## config.mk

```make
export PLATFORM = sky130hd
export DESIGN_NAME = srbc_top
export DESIGN_NICKNAME = d
export VERILOG_FILES = /design/src/core/srbc_pkg.sv /design/src/core/srbc_compare.sv /design/src/core/srbc_top.sv
export SDC_FILE = /design/constraint.sdc
export NUM_CORES = 1
export LEC_CHECK = 0
export BUFFER_PORTS_ARGS = -buffer_cell sky130_fd_sc_hd__buf_2
export CAP_MARGIN = 20
export CORE_MARGIN = 10
export CORE_UTILIZATION = 44
export CTS_BUF_LIST = sky130_fd_sc_hd__clkbuf_2 sky130_fd_sc_hd__clkbuf_4 sky130_fd_sc_hd__clkbuf_8
export DETAILED_ROUTE_END_ITERATION = 16
export HOLD_SLACK_MARGIN = 0.02
export PLACE_DENSITY_LB_ADDON = 0.15
export SLEW_MARGIN = 5
export SYNTH_ARGS = -nofsm -noshare
export SYNTH_HDL_FRONTEND = slang
export SYNTH_SLANG_ARGS = --single-unit
```

## constraint.sdc

```tcl
create_clock -name aclk -period 2.1 [get_ports aclk]
set_clock_uncertainty 0.1 [all_clocks]
set_input_delay 0.21 -clock aclk [delete_from_list [all_inputs] [get_ports aclk]]
set_output_delay 0.21 -clock aclk [all_outputs]
set_load 0.02 [all_outputs]
```

## src/core/srbc_pkg.sv

```systemverilog
// Constants, types and register map of the shift register bus comparator.
// Function
// - Eight-bit register shifts LSB to MSB, cascade in to cascade out.
// - All serial and parallel data enter only on rising shift clock edges.
// - Two select lines choose shift, load, hold or read out.
// - Bidirectional eight-line bus loads the register and carries it out.
// - Serial in and out path is separate from the parallel bus.
// - Stored byte is compared against the byte on the bus.
// - Three active-high open-collector outputs: equal, greater, less.
// - Status gate deasserted releases all three result outputs.
// - Compare kind selects unsigned magnitude or two's-complement compare.
// - Linking pins let byte-wide devices chain into wider comparisons.
// - Select decode: 00 hold, 01 read, 10 shift, 11 load (low line first).
// - Bus drivers enabled only in read; released in every other operation.
// - Greater and less stay released while cascade input is low.
// - Outside shift, cascade output is high when cascade input is high and register equals bus, else low; in shift it carries the MSB.
package srbc_pkg;

	localparam int DATA_W = 8;
	localparam int AXI_AW = 4;
	localparam int AXI_DW = 32;

	// Register byte offsets.
	localparam logic [AXI_AW-1:0] CTRL_OFFSET   = 4'h0;
	localparam logic [AXI_AW-1:0] STATUS_OFFSET = 4'h4;

	// Control register fields.
	localparam int CTRL_LO_BIT   = 0;
	localparam int CTRL_HI_BIT   = 1;
	localparam int CTRL_GATE_BIT = 2;
	localparam int CTRL_KIND_BIT = 3;
	localparam int CTRL_W        = 4;
	localparam logic [CTRL_W-1:0] CTRL_RESET = 4'h4;

	// Status register fields.
	localparam int STAT_DATA_LSB  = 0;
	localparam int STAT_MATCH_BIT = 8;
	localparam int STAT_ABOVE_BIT = 9;
	localparam int STAT_BELOW_BIT = 10;
	localparam int STAT_CASC_BIT  = 11;

	localparam logic [DATA_W-1:0] DATA_RESET = 8'h00;
	localparam logic [1:0]        RESP_OKAY  = 2'h0;
	localparam logic [1:0]        RESP_DECERR = 2'h3;

	// Operation code is {op_select_hi, op_select_lo}.
	typedef enum logic [1:0] {
		OP_HOLD  = 2'b00,
		OP_SHIFT = 2'b01,
		OP_READ  = 2'b10,
		OP_LOAD  = 2'b11
	} srbc_op_t;

	// One bit per open-collector result pin.
	typedef struct packed {
		logic match;
		logic above;
		logic below;
	} srbc_flags_t;

endpackage : srbc_pkg

```

## src/core/srbc_compare.sv

```systemverilog
// Byte comparator with unsigned or two's-complement ordering.
module srbc_compare
	import srbc_pkg::*;
#(
	parameter int WIDTH = DATA_W
) (
	// Operands
	input  wire logic [WIDTH-1:0] stored,
	input  wire logic [WIDTH-1:0] bus_val,
	input  wire logic             signed_kind,
	// Results
	output logic                  eq,
	output logic                  gt,
	output logic                  lt
);
	import srbc_pkg::*;

	logic [WIDTH-1:0] stored_key;
	logic [WIDTH-1:0] bus_key;

	// Flipping the sign bit maps two's-complement order onto unsigned order.
	assign stored_key = {stored[WIDTH-1] ^ signed_kind, stored[WIDTH-2:0]};
	assign bus_key    = {bus_val[WIDTH-1] ^ signed_kind, bus_val[WIDTH-2:0]};
	assign eq = (stored == bus_val);
	assign gt = (stored_key > bus_key);
	assign lt = (stored_key < bus_key);

endmodule : srbc_compare

```

## src/core/srbc_top.sv

```systemverilog
// Shift register bus comparator with its AXI4-Lite control slave.
//
// Chosen here: the AXI4-Lite slave port and the placing of the registers.
module srbc_top
	import srbc_pkg::*;
(
	// Clock and reset
	input  wire logic                  aclk,
	input  wire logic                  aresetn,
	// AXI4-Lite write address
	input  wire logic [AXI_AW-1:0]     s_axi_awaddr,
	input  wire logic [2:0]            s_axi_awprot,
	input  wire logic                  s_axi_awvalid,
	output logic                       s_axi_awready,
	// AXI4-Lite write data
	input  wire logic [AXI_DW-1:0]     s_axi_wdata,
	input  wire logic [AXI_DW/8-1:0]   s_axi_wstrb,
	input  wire logic                  s_axi_wvalid,
	output logic                       s_axi_wready,
	// AXI4-Lite write response
	output logic [1:0]                 s_axi_bresp,
	output logic                       s_axi_bvalid,
	input  wire logic                  s_axi_bready,
	// AXI4-Lite read address
	input  wire logic [AXI_AW-1:0]     s_axi_araddr,
	input  wire logic [2:0]            s_axi_arprot,
	input  wire logic                  s_axi_arvalid,
	output logic                       s_axi_arready,
	// AXI4-Lite read data
	output logic [AXI_DW-1:0]          s_axi_rdata,
	output logic [1:0]                 s_axi_rresp,
	output logic                       s_axi_rvalid,
	input  wire logic                  s_axi_rready,
	// Shift clock and cascade link
	input  wire logic                  shift_clock,
	input  wire logic                  cascade_in,
	output logic                       cascade_out,
	// Parallel bus pin
	input  wire logic [DATA_W-1:0]     bus_in,
	output logic [DATA_W-1:0]          bus_out,
	output logic                       bus_oe,
	// Open-collector result pins
	input  wire srbc_flags_t           flag_in,
	output srbc_flags_t                flag_out,
	output srbc_flags_t                flag_oe
);
	import srbc_pkg::*;

	logic [CTRL_W-1:0] ctrl_reg;
	logic [CTRL_W-1:0] ctrl_next;
	logic [DATA_W-1:0] data_reg;
	logic [DATA_W-1:0] data_next;
	logic              shift_clock_prev_reg;
	logic              bus_oe_reg;
	logic              bus_oe_next;

	logic              awready_reg;
	logic              wready_reg;
	logic              bvalid_reg;
	logic [1:0]        bresp_reg;
	logic [AXI_AW-1:0] aw_addr_reg;
	logic [AXI_DW-1:0] w_data_reg;
	logic [AXI_DW/8-1:0] w_strb_reg;
	logic              arready_reg;
	logic              rvalid_reg;
	logic [AXI_DW-1:0] rdata_reg;
	logic [1:0]        rresp_reg;

	// Decode and selection.
	srbc_op_t          op;
	srbc_op_t          op_next;
	logic              clk_edge;
	logic              gate_on;
	logic              cmp_eq;
	logic              cmp_gt;
	logic              cmp_lt;
	logic              aw_take;
	logic              w_take;
	logic              ar_take;
	logic              do_write;
	logic              b_done;
	logic              r_done;
	logic              wr_hit_ctrl;
	logic              wr_hit_any;
	logic              rd_hit_ctrl;
	logic              rd_hit_stat;
	logic [AXI_DW-1:0] ctrl_word;
	logic [AXI_DW-1:0] stat_word;
	logic [AXI_DW-1:0] rd_word;

	function automatic logic word_hit(
		input logic [AXI_AW-1:0] addr,
		input logic [AXI_AW-1:0] offset
	);
		word_hit = (addr[AXI_AW-1:2] == offset[AXI_AW-1:2]);
	endfunction : word_hit

	assign op       = srbc_op_t'({ctrl_reg[CTRL_HI_BIT],
		ctrl_reg[CTRL_LO_BIT]});
	assign op_next  = srbc_op_t'({ctrl_next[CTRL_HI_BIT],
		ctrl_next[CTRL_LO_BIT]});
	// The shift clock is sampled as a synchronous level; its rising edge is
	// found against the last sample, so data move once per edge.
	assign clk_edge = shift_clock & ~shift_clock_prev_reg;
	assign gate_on  = ~ctrl_reg[CTRL_GATE_BIT];

	srbc_compare #(
		.WIDTH (DATA_W)
	) u_compare (
		.stored      (data_reg),
		.bus_val     (bus_in),
		.signed_kind (ctrl_reg[CTRL_KIND_BIT]),
		.eq          (cmp_eq),
		.gt          (cmp_gt),
		.lt          (cmp_lt)
	);

	// Register datapath.
	always_comb begin
		data_next = data_reg;
		if (clk_edge) begin
			case (op)
				OP_SHIFT: data_next = {data_reg[DATA_W-2:0], cascade_in};
				OP_LOAD:  data_next = bus_in;
				OP_HOLD:  data_next = data_reg;
				OP_READ:  data_next = data_reg;
				default:  data_next = data_reg;
			endcase
		end
	end

	// Result pins are never driven high: a true result releases the pin,
	// a false one pulls it low, so chained devices can share one wire.
	assign flag_out = '0;
	assign flag_oe.match = gate_on & ~cmp_eq;
	// Greater and less are only pulled low when this byte holds priority.
	assign flag_oe.above = gate_on & cascade_in & ~cmp_gt;
	assign flag_oe.below = gate_on & cascade_in & ~cmp_lt;
	// In shift mode the link carries serial data, otherwise the equal
	// status that hands priority down the chain.
	assign cascade_out = (op == OP_SHIFT) ? data_reg[DATA_W-1]
		: (cascade_in & cmp_eq);

	assign bus_out     = data_reg;
	assign bus_oe      = bus_oe_reg;
	assign bus_oe_next = (op_next == OP_READ);

	// AXI4-Lite handshakes.
	assign aw_take  = s_axi_awvalid & awready_reg;
	assign w_take   = s_axi_wvalid & wready_reg;
	assign ar_take  = s_axi_arvalid & arready_reg;
	assign do_write = ~awready_reg & ~wready_reg & ~bvalid_reg;
	assign b_done   = bvalid_reg & s_axi_bready;
	assign r_done   = rvalid_reg & s_axi_rready;

	assign wr_hit_ctrl = word_hit(aw_addr_reg, CTRL_OFFSET);
	assign wr_hit_any  = wr_hit_ctrl | word_hit(aw_addr_reg, STATUS_OFFSET);
	assign rd_hit_ctrl = word_hit(s_axi_araddr, CTRL_OFFSET);
	assign rd_hit_stat = word_hit(s_axi_araddr, STATUS_OFFSET);

	// Only lane zero carries control bits; writes to status are ignored.
	assign ctrl_next = (do_write & wr_hit_ctrl & w_strb_reg[0])
		? w_data_reg[CTRL_W-1:0] : ctrl_reg;

	assign ctrl_word = {{(AXI_DW-CTRL_W){1'b0}}, ctrl_reg};
	assign stat_word = {{(AXI_DW-STAT_CASC_BIT-1){1'b0}}, cascade_out,
		flag_in.below, flag_in.above, flag_in.match, data_reg};
	assign rd_word = rd_hit_ctrl ? ctrl_word
		: (rd_hit_stat ? stat_word : '0);

	assign s_axi_awready = awready_reg;
	assign s_axi_wready  = wready_reg;
	assign s_axi_bvalid  = bvalid_reg;
	assign s_axi_bresp   = bresp_reg;
	assign s_axi_arready = arready_reg;
	assign s_axi_rvalid  = rvalid_reg;
	assign s_axi_rdata   = rdata_reg;
	assign s_axi_rresp   = rresp_reg;

	always_ff @(posedge aclk) begin
		if (!aresetn) begin
			ctrl_reg             <= CTRL_RESET;
			data_reg             <= DATA_RESET;
			shift_clock_prev_reg <= 1'b0;
			bus_oe_reg           <= 1'b0;
		end else begin
			ctrl_reg             <= ctrl_next;
			data_reg             <= data_next;
			shift_clock_prev_reg <= shift_clock;
			bus_oe_reg           <= bus_oe_next;
		end
	end

	// Address and data are parked until both arrive; ready stays low until
	// the response is accepted, so one write at a time is in flight.
	always_ff @(posedge aclk) begin
		if (!aresetn) begin
			awready_reg <= 1'b1;
			wready_reg  <= 1'b1;
			bvalid_reg  <= 1'b0;
			bresp_reg   <= RESP_OKAY;
			aw_addr_reg <= '0;
			w_data_reg  <= '0;
			w_strb_reg  <= '0;
		end else begin
			if (aw_take) begin
				awready_reg <= 1'b0;
				aw_addr_reg <= s_axi_awaddr;
			end
			if (w_take) begin
				wready_reg <= 1'b0;
				w_data_reg <= s_axi_wdata;
				w_strb_reg <= s_axi_wstrb;
			end
			if (do_write) begin
				bvalid_reg <= 1'b1;
				bresp_reg  <= wr_hit_any ? RESP_OKAY : RESP_DECERR;
			end
			if (b_done) begin
				bvalid_reg  <= 1'b0;
				awready_reg <= 1'b1;
				wready_reg  <= 1'b1;
			end
		end
	end

	always_ff @(posedge aclk) begin
		if (!aresetn) begin
			arready_reg <= 1'b1;
			rvalid_reg  <= 1'b0;
			rdata_reg   <= '0;
			rresp_reg   <= RESP_OKAY;
		end else begin
			if (ar_take) begin
				arready_reg <= 1'b0;
				rvalid_reg  <= 1'b1;
				rdata_reg   <= rd_word;
				rresp_reg   <= (rd_hit_ctrl | rd_hit_stat)
					? RESP_OKAY : RESP_DECERR;
			end
			if (r_done) begin
				rvalid_reg  <= 1'b0;
				arready_reg <= 1'b1;
			end
		end
	end
endmodule : srbc_top

```

==> results of run 1 <==
-- layer usage --
layer  wire length, um  track usage [%]  up-vias
met1              1990             14.5      761
li1                  -                -      849
met3               439             5.33        6
met5                 0                0        -
met4                55             3.52        0
met2              2340             20.6       47
-- metrics by stage --
step           hold slack [ns]  cells  power (W)
2_1_floorplan            0.210    246   0.000969
3_3_place_gp             0.327    328   0.000992
3_5_place_dp             0.333    328   0.000993
4_1_cts                 0.0321    339    0.00167
5_1_grt                 0.0707    339    0.00173
6_report                0.0410    339    0.00165
-- placed cells by master (no fill, tap or decap), types with 2 or more instances in the layout --
| master | netlist | layout |
|---|---|---|
| mux2i_1 | 6 | 6 |
| dfxtp_1 | 40 | 35 |
| o21ai_0 | 2 | 2 |
| nor2_1 | 5 | 5 |
| nand3_1 | 14 | 14 |
| a21oi_1 | 3 | 2 |
| dfxtp_4 | 0 | 2 |
| nor2b_1 | 19 | 19 |
| dfxtp_2 | 0 | 3 |
| conb_1 | 1 | 23 |
| nand2_1 | 23 | 23 |
| mux2_2 | 4 | 4 |
| a21boi_0 | 9 | 9 |
| dlygate4sd3_1 | 0 | 2 |
| o211a_1 | 8 | 8 |
| buf_6 | 1 | 2 |
| ha_1 | 7 | 6 |
| clkbuf_8 | 0 | 6 |
| a22oi_1 | 11 | 11 |
| inv_1 | 10 | 10 |
| nand2b_1 | 2 | 2 |
| buf_4 | 27 | 4 |
| o21a_1 | 2 | 2 |
| o211ai_1 | 7 | 7 |
| nor3_4 | 1 | 2 |
| and2_1 | 3 | 3 |
| buf_2 | 1 | 59 |
-- cells by family after synthesis --
| family | after synthesis | share of synthesized area [%] |
|---|---|---|
| XOR/XNOR | 1 | 0.425 |
| AO/OA/AOI/OAI | 47 | 17.7 |
| multiplexers | 10 | 5.10 |
| adder cells (fa/ha/maj) | 7 | 4.25 |
| other | 1 | 0.182 |
| AND/OR/NAND/NOR | 74 | 20.0 |
| flip-flops | 40 | 38.9 |
| buffers and inverters | 44 | 13.4 |
-- power by group --
group / internal (W) / switching, W / leakage, nW
Combinational: 0.0000669 / 0.000121 / 0.875
Clock: 0.000389 / 0.000280 / 0.0614
Sequential: 0.000775 / 0.0000176 / 0.328
Total: 0.00123 / 0.000418 / 1.26
-- worst max-delay path: stages, from the launching register on --
cell and delay, ns:
dfxtp_4 0.37, ha_4 0.26, nor2b_1 0.12, o211ai_1 0.12, a211oi_2 0.21, a21oi_2 0.05, o21a_1 0.21, buf_6 0.13
-- path summary, 6_finish.rpt --
path                       from              end  cells after the start
hold reg to reg   w_data_reg[3]    w_data_reg[3]                      2
hold / removal     s_axi_rready    s_axi_arready                      3
setup / recovery     bus_out[1]       flag_oe[1]                      7
setup reg to reg     bus_out[0]  s_axi_rdata[11]                      7
-- final cells by class --
class / count / area, um2 / share of cell area [%]
Clock buffer: 6 / 82.6 / 3.30
Clock inverter: 2 / 38.8 / 1.55
Inverter: 10 / 37.5 / 1.50
Multi-Input combinational cell: 162 / 1100 / 43.9
Sequential cell: 40 / 812 / 32.4
Tap cell: 52 / 65.1 / 2.60
Timing Repair Buffer: 67 / 368 / 14.7
-- timing repair --
item / 4_1_cts / 5_1_grt
hold buffers: 2 / 0
setup buffers: 1 / 0
hold endpoints to repair: 2 / 0
resized for setup: 5 / 13
pin swaps: 1 / 5
cloned: 0 / 0
endpoints found under the setup margin: 2 / 3
==> out/qor.csv, run 1 <==
stage,metric,value,unit
cts,Clock transition at path regs,0.08,ns
synth,#FFs+latches synth,40,
setup_path,Critical Path Fanout Max,5,
synth,"top cells by area, synth","dfxtp_1 39%, buf_4 9.8%, nor2b_1 5.8%, ha_1 4.3%, nand2_1 4.2%",
synth,post-synthesis sequential area ratio,38.9,%
synth,syn avg cell area,9.19,um2
sta,max_slew headroom,61.8,%
die,row cnt,24,
worst_hold_path,HP Class,in2reg,
layout,P&R area growth vs syn,21.6,%
placement,HPWL after DPL,3730,um
grt,total track usage,12.5,%
route,Via density,4.91,
sta,final setup margin,0.0162,ns
sta,endpoints failing setup,0,
sta,minimum clock period,2.08,ns
cts,CTS tree,done,
synth,"EDFF count, synth",0,
status,status,"finished, final reports clean",
setup_path,crit end category,output pin,
setup_path,CP required,1.79,ns
grt,vias in the first global route,1581,
layout,flip-flop count of the largest register after layout,12,
layout,ratio of cells with drive above 1 in the final layout,32.1,%
power_and_ir_drop,maximum VDD drop,0.436,mV
route,Via Count,1663,
route,Iter 0 DRT Violations,99,
route,Pre-antenna DRT Iters,4,
die,die area,7820,um2
synth,fraction of registers with async set/reset,0,%
route,WL/cell,14.2,um
route,DRC errors left,0,
layout,nets,363,
cts,worst skew pair latency,0.29,ns
power_and_ir_drop,pwr dens,659,nW/um2
placement,Place WS,0.217,ns
sta,RSZ-0062 raised after global routing,yes,
die,IO Pins,127,
die,starting density of the core,46.3,%
sta,Setup TNS Final,0,ns
setup_path,Critical Path AT,1.77,ns
synth,top-count cell post-synth,dfxtp_1,
layout,# fillers,466,
grt,gr ovfl total,0,
sta,f_max,0.480,GHz
layout,utilization after layout,56.3,%
cts,CTS max path bufs,2,
setup_path,Critical Path Source Type,flop,
cts,H-Tree Depth,2,
setup_path,Setup CP Type,reg2out,
layout,# diodes,0,
job,max cap viols,0,
synth,Commonest cells post-synth,"40 x dfxtp_1, 27 x buf_4, 23 x nand2_1, 19 x nor2b_1, 14 x nand3_1",
synth,number of synthesis warnings,0,
cts,CTS Buf Count,5,
route,Routed WL,4830,um
setup_path,r2r setup slk,0.54,ns
route,remaining antenna violation count after routing,0,
synth,Synth cell types,38,
die,die height,88.4,um
sta,Slew @ Worst Pin,0.573,ns
synth,Post-synth top flop,dfxtp_1,
synth,post-synthesis cell count,224,
layout,Final Cell Area,2500,um2
placement,Placed Area,2290,um2
cts,clk sinks,40,
sta,final hold violation count,0,
sta,Tcrit/Tclk final,99.2,%
grt,initial antenna violation count,0,
sta,"Slew Viols, Final",0,
die,Die X-Extent,88.4,um
synth,post-synth top area share,38.9,%
synth,leading area contributor after synthesis,dfxtp_1,
placement,routability-driven placement congestion ratio,0.776,
die,core area,4440,um2
placement,port bufs,62,
synth,"Cell Area, Synth",2060,um2
grt,first-pass GRT wire length,7760,um
grt,largest net degree at the start of global routing,28,
cts,clk root buf,clkbuf_8,
power_and_ir_drop,LEAKAGE,1.26,nW
(Power assumes the default switching activity.)
==> run 2: changes to the inputs <==
CORE_UTILIZATION = 40   (was 44)
clock period = 1.76 ns   (was 2.1 ns; I/O delays follow)
==> out/qor.csv, run 2 (synthesized netlist as in run 1, its figures left out) <==
stage,metric,value,unit
sta,final setup margin,-0.224,ns
status,failing checks,negative setup slack,
sta,final hold slack,0.0456,ns
setup_path,Critical Path Source Type,flop,
grt,largest net degree at the start of global routing,32,
setup_path,Setup CP Type,reg2out,
sta,endpoints failing setup,4,
cts,Clock transition at path regs,0.07,ns
route,Via density,4.59,
grt,first-pass GRT wire length,8580,um
cts,worst skew pair latency,0.28,ns
layout,"commonest non-fill, non-tap cell in the layout",buf_2,
route,remaining antenna violation count after routing,0,
setup_path,crit end category,output pin,
placement,HPWL after DPL,3880,um
layout,# diodes,0,
die,starting density of the core,40.8,%
cts,CTS Buf Count,5,
layout,footprint of the multi-input gates,1160,um2
sta,Setup TNS Final,-0.646,ns
die,row cnt,26,
job,max cap viols,0,
die,die height,91.8,um
cts,clk root buf,clkbuf_8,
layout,nets,378,
layout,most frequent cells in the layout,"58 x buf_2, 35 x dfxtp_1, 23 x nand2_1, 23 x conb_1, 18 x nor2b_1",
status,status,"complete, but fails checks",
sta,Tcrit/Tclk final,113,%
layout,ratio of cells with drive above 1 in the final layout,37.2,%
grt,total track usage,12.0,%
setup_path,Critical Path AT,1.71,ns
grt,initial antenna violation count,0,
cts,clk sinks,40,
placement,routability-driven placement congestion ratio,0.768,
grt,vias in the first global route,1797,
route,Via Count,1702,
layout,P&R area growth vs syn,29.6,%
layout,Final Cell Area,2670,um2
die,Die X-Extent,91.8,um
cts,CTS tree,done,
sta,f_max,0.504,GHz
setup_path,CP required,1.48,ns
sta,minimum clock period,1.98,ns
route,WL/cell,13.8,um
route,Iter 0 DRT Violations,66,
route,DRC errors left,0,
layout,FF/Latch Area,807,um2
setup_path,worst reg2reg path depth,8,
route,Routed WL,5110,um
setup_path,worst r2r src,bus_out[0],
setup_path,Critical Path Fanout Max,2,
die,die area,8420,um2
power_and_ir_drop,maximum VDD drop,0.402,mV
grt,gr ovfl total,0,
power_and_ir_drop,pwr dens,666,nW/um2
placement,port bufs,62,
setup_path,reg2reg end,s_axi_rdata[11],
placement,Placed Instances,360,
layout,Layout Cells excl Fill,371,
layout,flip-flop count of the largest register after layout,12,
route,Pre-antenna DRT Iters,4,
worst_hold_path,HP Class,in2reg,
cts,H-Tree Depth,2,
die,IO Pins,127,
sta,RSZ-0062 raised after global routing,yes,
layout,# fillers,492,
sta,"Slew Viols, Final",0,
sta,final hold violation count,0,
setup_path,CP Launch Point,bus_out[1],
setup_path,crit path capture,flag_oe[1],
placement,Placed Area,2420,um2
power_and_ir_drop,LEAKAGE,1.33,nW
setup_path,r2r setup slk,0.17,ns
die,core area,5040,um2
cts,CTS max path bufs,2,
placement,Place WS,-0.110,ns
==> run 2: repair_timing <==
action / 4_1_cts / 5_1_grt
buffers inserted: 1 / 0
gates resized for setup: 22 / 3
hold endpoints to repair: 3 / 0
hold buffers: 3 / 0
endpoints found under the setup margin: 4 / 4
pin swaps: 9 / 0
==> run 2: metrics by stage <==
step           total power, W  util, %
2_1_floorplan         0.00116        -
3_3_place_gp          0.00119     48.1
3_5_place_dp          0.00119     48.1
4_1_cts               0.00180     52.7
5_1_grt               0.00188     52.9
6_report              0.00178     52.9
==> run 2: how the worst min path moves through the flow <==
stage / start / end / slack (ns) / depth (start not counted)
floorplan: s_axi_awvalid / s_axi_awready / 0.18 / 1
global placement: shift_clock / shift_clock_prev_reg / 0.30 / 2
detailed placement: shift_clock / shift_clock_prev_reg / 0.30 / 2
CTS: flag_in[0] / s_axi_rdata[10] / 0.04 / 3
global route: s_axi_wdata[1] / w_data_reg[1] / 0.05 / 3
finish: flag_in[2] / s_axi_rdata[8] / 0.05 / 3
==> run 2: power by group <==
group | internal [W] | switching (W) | total (W)
clock network | 0.000285 | 0.000301 | 0.000586
registers | 0.000928 | 0.0000211 | 0.000949
logic | 0.0000924 | 0.000150 | 0.000243
==> run 2: per-layer routing <==
layer | vias to the layer above | wire, um | global-route usage [%]
li1 | 881 | - | -
met1 | 774 | 2130 | 13.4
met2 | 41 | 2530 | 20.6
met3 | 6 | 400 | 5.22
met4 | 0 | 48 | 3.08
met5 | - | 0 | 0
==> run 2: final cells by class <==
type                       count  area share [%]
multi-input combinational    162            43.6
timing repair buffer          82            18.5
sequential                    40            30.2
tap                           70            3.28
clock buffer                   6            2.86
clock inverter                 1           0.188
inverter                      10            1.41
==> run 2: critical path, cell delays in order (launching register included) <==
cell      delay [ns]
dfxtp_2         0.34
ha_4            0.26
nor2b_4         0.12
o211ai_1        0.10
a211oi_2        0.22
a21oi_2         0.07
o21a_1          0.18
buf_6           0.13
==> run 3: changes to the inputs <==
BUFFER_PORTS_ARGS = unset   (was -buffer_cell sky130_fd_sc_hd__buf_2)
CORE_UTILIZATION = 50   (was 40)
DONT_BUFFER_PORTS = 1   (was unset)
PLACE_DENSITY = 0.67   (was unset)
PLACE_DENSITY_LB_ADDON = unset   (was 0.15)
==> out/qor.csv, run 3 (synthesized netlist as in run 1, its figures left out) <==
stage,metric,value,unit
die,Die X-Extent,84.2,um
setup_path,"critical path, cell by cell",ha_4 -> nor2b_1 -> o211ai_1 -> a211oi_2 -> a21oi_2 -> nor2b_1 -> buf_4,
sta,Tcrit/Tclk final,109,%
power_and_ir_drop,maximum VDD drop,0.480,mV
cts,CTS tree,done,
layout,Layout Cells excl Fill,304,
layout,"commonest non-fill, non-tap cell in the layout",dfxtp_1,
die,die height,84.2,um
setup_path,Critical Path Source Type,flop,
sta,f_max,0.519,GHz
grt,initial antenna violation count,0,
sta,final hold violation count,0,
route,Iter 0 DRT Violations,106,
setup_path,Critical Path AT,1.65,ns
setup_path,Setup CP Type,reg2out,
cts,H-Tree Depth,2,
sta,endpoints failing setup,4,
status,failing checks,negative setup slack,
grt,largest net degree at the start of global routing,39,
grt,gr ovfl total,0,
setup_path,crit end category,output pin,
layout,most frequent cells in the layout,"35 x dfxtp_1, 23 x nand2_1, 23 x conb_1",
setup_path,Crit-path slowest cell,dfxtp_2,
layout,P&R area growth vs syn,19.5,%
cts,CTS max path bufs,2,
grt,first-pass GRT wire length,8360,um
worst_hold_path,HP Class,in2reg,
die,starting density of the core,51.5,%
sta,"Slew Viols, Final",0,
setup_path,CP max stage delay,0.34,ns
placement,routability-driven placement congestion ratio,0.752,
placement,Place WS,-0.00928,ns
sta,Setup TNS Final,-0.451,ns
route,remaining antenna violation count after routing,0,
sta,Slew @ Worst Pin,0.605,ns
die,row cnt,23,
route,Via density,5.15,
setup_path,Critical Path Fanout Max,2,
layout,ratio of cells with drive above 1 in the final layout,18.9,%
power_and_ir_drop,LEAKAGE,1.09,nW
placement,Placed Instances,277,
power_and_ir_drop,pwr dens,711,nW/um2
cts,clk sinks,40,
sta,RSZ-0062 raised after global routing,yes,
cts,CTS Buf Count,5,
setup_path,CP required,1.48,ns
layout,flip-flop count of the largest register after layout,12,
sta,max_slew headroom,59.6,%
die,IO Pins,127,
status,status,"complete, but fails checks",
layout,# diodes,0,
placement,HPWL after DPL,3620,um
grt,vias in the first global route,1630,
layout,FF/Latch Area,807,um2
route,Pre-antenna DRT Iters,4,
route,WL/cell,16.7,um
layout,nets,331,
layout,# fillers,357,
layout,footprint of the multi-input gates,1140,um2
cts,clk root buf,clkbuf_8,
grt,total track usage,14.2,%
placement,port bufs,0,
sta,minimum clock period,1.93,ns
layout,utilization after layout,61.5,%
cts,Clock transition at path regs,0.07,ns
job,max cap viols,0,
cts,worst skew pair latency,0.29,ns
die,die area,7090,um2
route,Via Count,1566,
setup_path,"most used cell, CP",nor2b_1,
route,DRC errors left,0,
route,Routed WL,5070,um
sta,final setup margin,-0.165,ns
die,core area,4000,um2
==> run 3: cell count changes in the layout (fill, tap and decap cells not counted), sizes merged <==
| cell | before | now |
|---|---|---|
| dlygate4sd3 | 3 | 18 |
| buf | 79 | 17 |
==> run 3: final cells by class <==
type / instances / area share (%)
multi-input combinational: 162 / 46.5
clock inverter: 1 / 0.203
inverter: 10 / 1.53
clock buffer: 6 / 3.10
tap: 50 / 2.54
timing repair buffer: 35 / 13.3
sequential: 40 / 32.8
==> run 3: power by group <==
| group | internal, W | leakage [nW] | switching (W) |
|---|---|---|---|
| Sequential | 0.000928 | 0.328 | 0.0000326 |
| Clock | 0.000285 | 0.0445 | 0.000296 |
| Combinational | 0.0000821 | 0.722 | 0.000127 |
| Total | 0.00129 | 1.09 | 0.000455 |
==> run 3: metal layers <==
layer  vias to the layer above  global-route usage [%]  share of wire, %
met2                        55                    23.2                49
met5                         -                       0                 0
met1                       718                    15.3                39
met3                         6                    7.54                10
met4                         0                    4.72               1.2
li1                        787                       -                 -
==> run 3: repair_timing <==
| item | 4_1_cts | 5_1_grt |
|---|---|---|
| gates resized for setup | 13 | 0 |
| gates cloned | 0 | 0 |
| setup endpoints to repair | 4 | 4 |
| hold buffers | 18 | 0 |
| setup buffers | 1 | 0 |
| pin swaps | 8 | 0 |
| hold endpoints to repair | 39 | 0 |
==> run 3: worst paths after layout <==
kind	start	to	slack [ns]	depth (start not counted)
max reg2reg	bus_out[3]	s_axi_rdata[11]	0.16	7
min	aresetn	s_axi_rdata[11]	0.04	2
max	bus_out[1]	flag_oe[0]	-0.17	7
min reg2reg	w_data_reg[0]	w_data_reg[0]	0.37	2
==> run 3: worst max-delay path: cells and delay by family, from the launching register on <==
kind	cells	cell delay, ns
adder cells (fa/ha/maj)	1	0.26
AND/OR/NAND/NOR	2	0.23
AO/OA/AOI/OAI	3	0.39
flip-flops	1	0.34
buffers and inverters	1	0.15
==> run 3: metrics by stage <==
| step | hold WS, ns | power (W) | cell area [um2] |
|---|---|---|---|
| floorplan | 0.176 | 0.00116 | 2140 |
| global placement | 0.146 | 0.00113 | 2090 |
| detailed placement | 0.146 | 0.00113 | 2090 |
| CTS | 0.0239 | 0.00176 | 2450 |
| global route | 0.0465 | 0.00184 | 2460 |
| finish | 0.0365 | 0.00175 | 2460 |
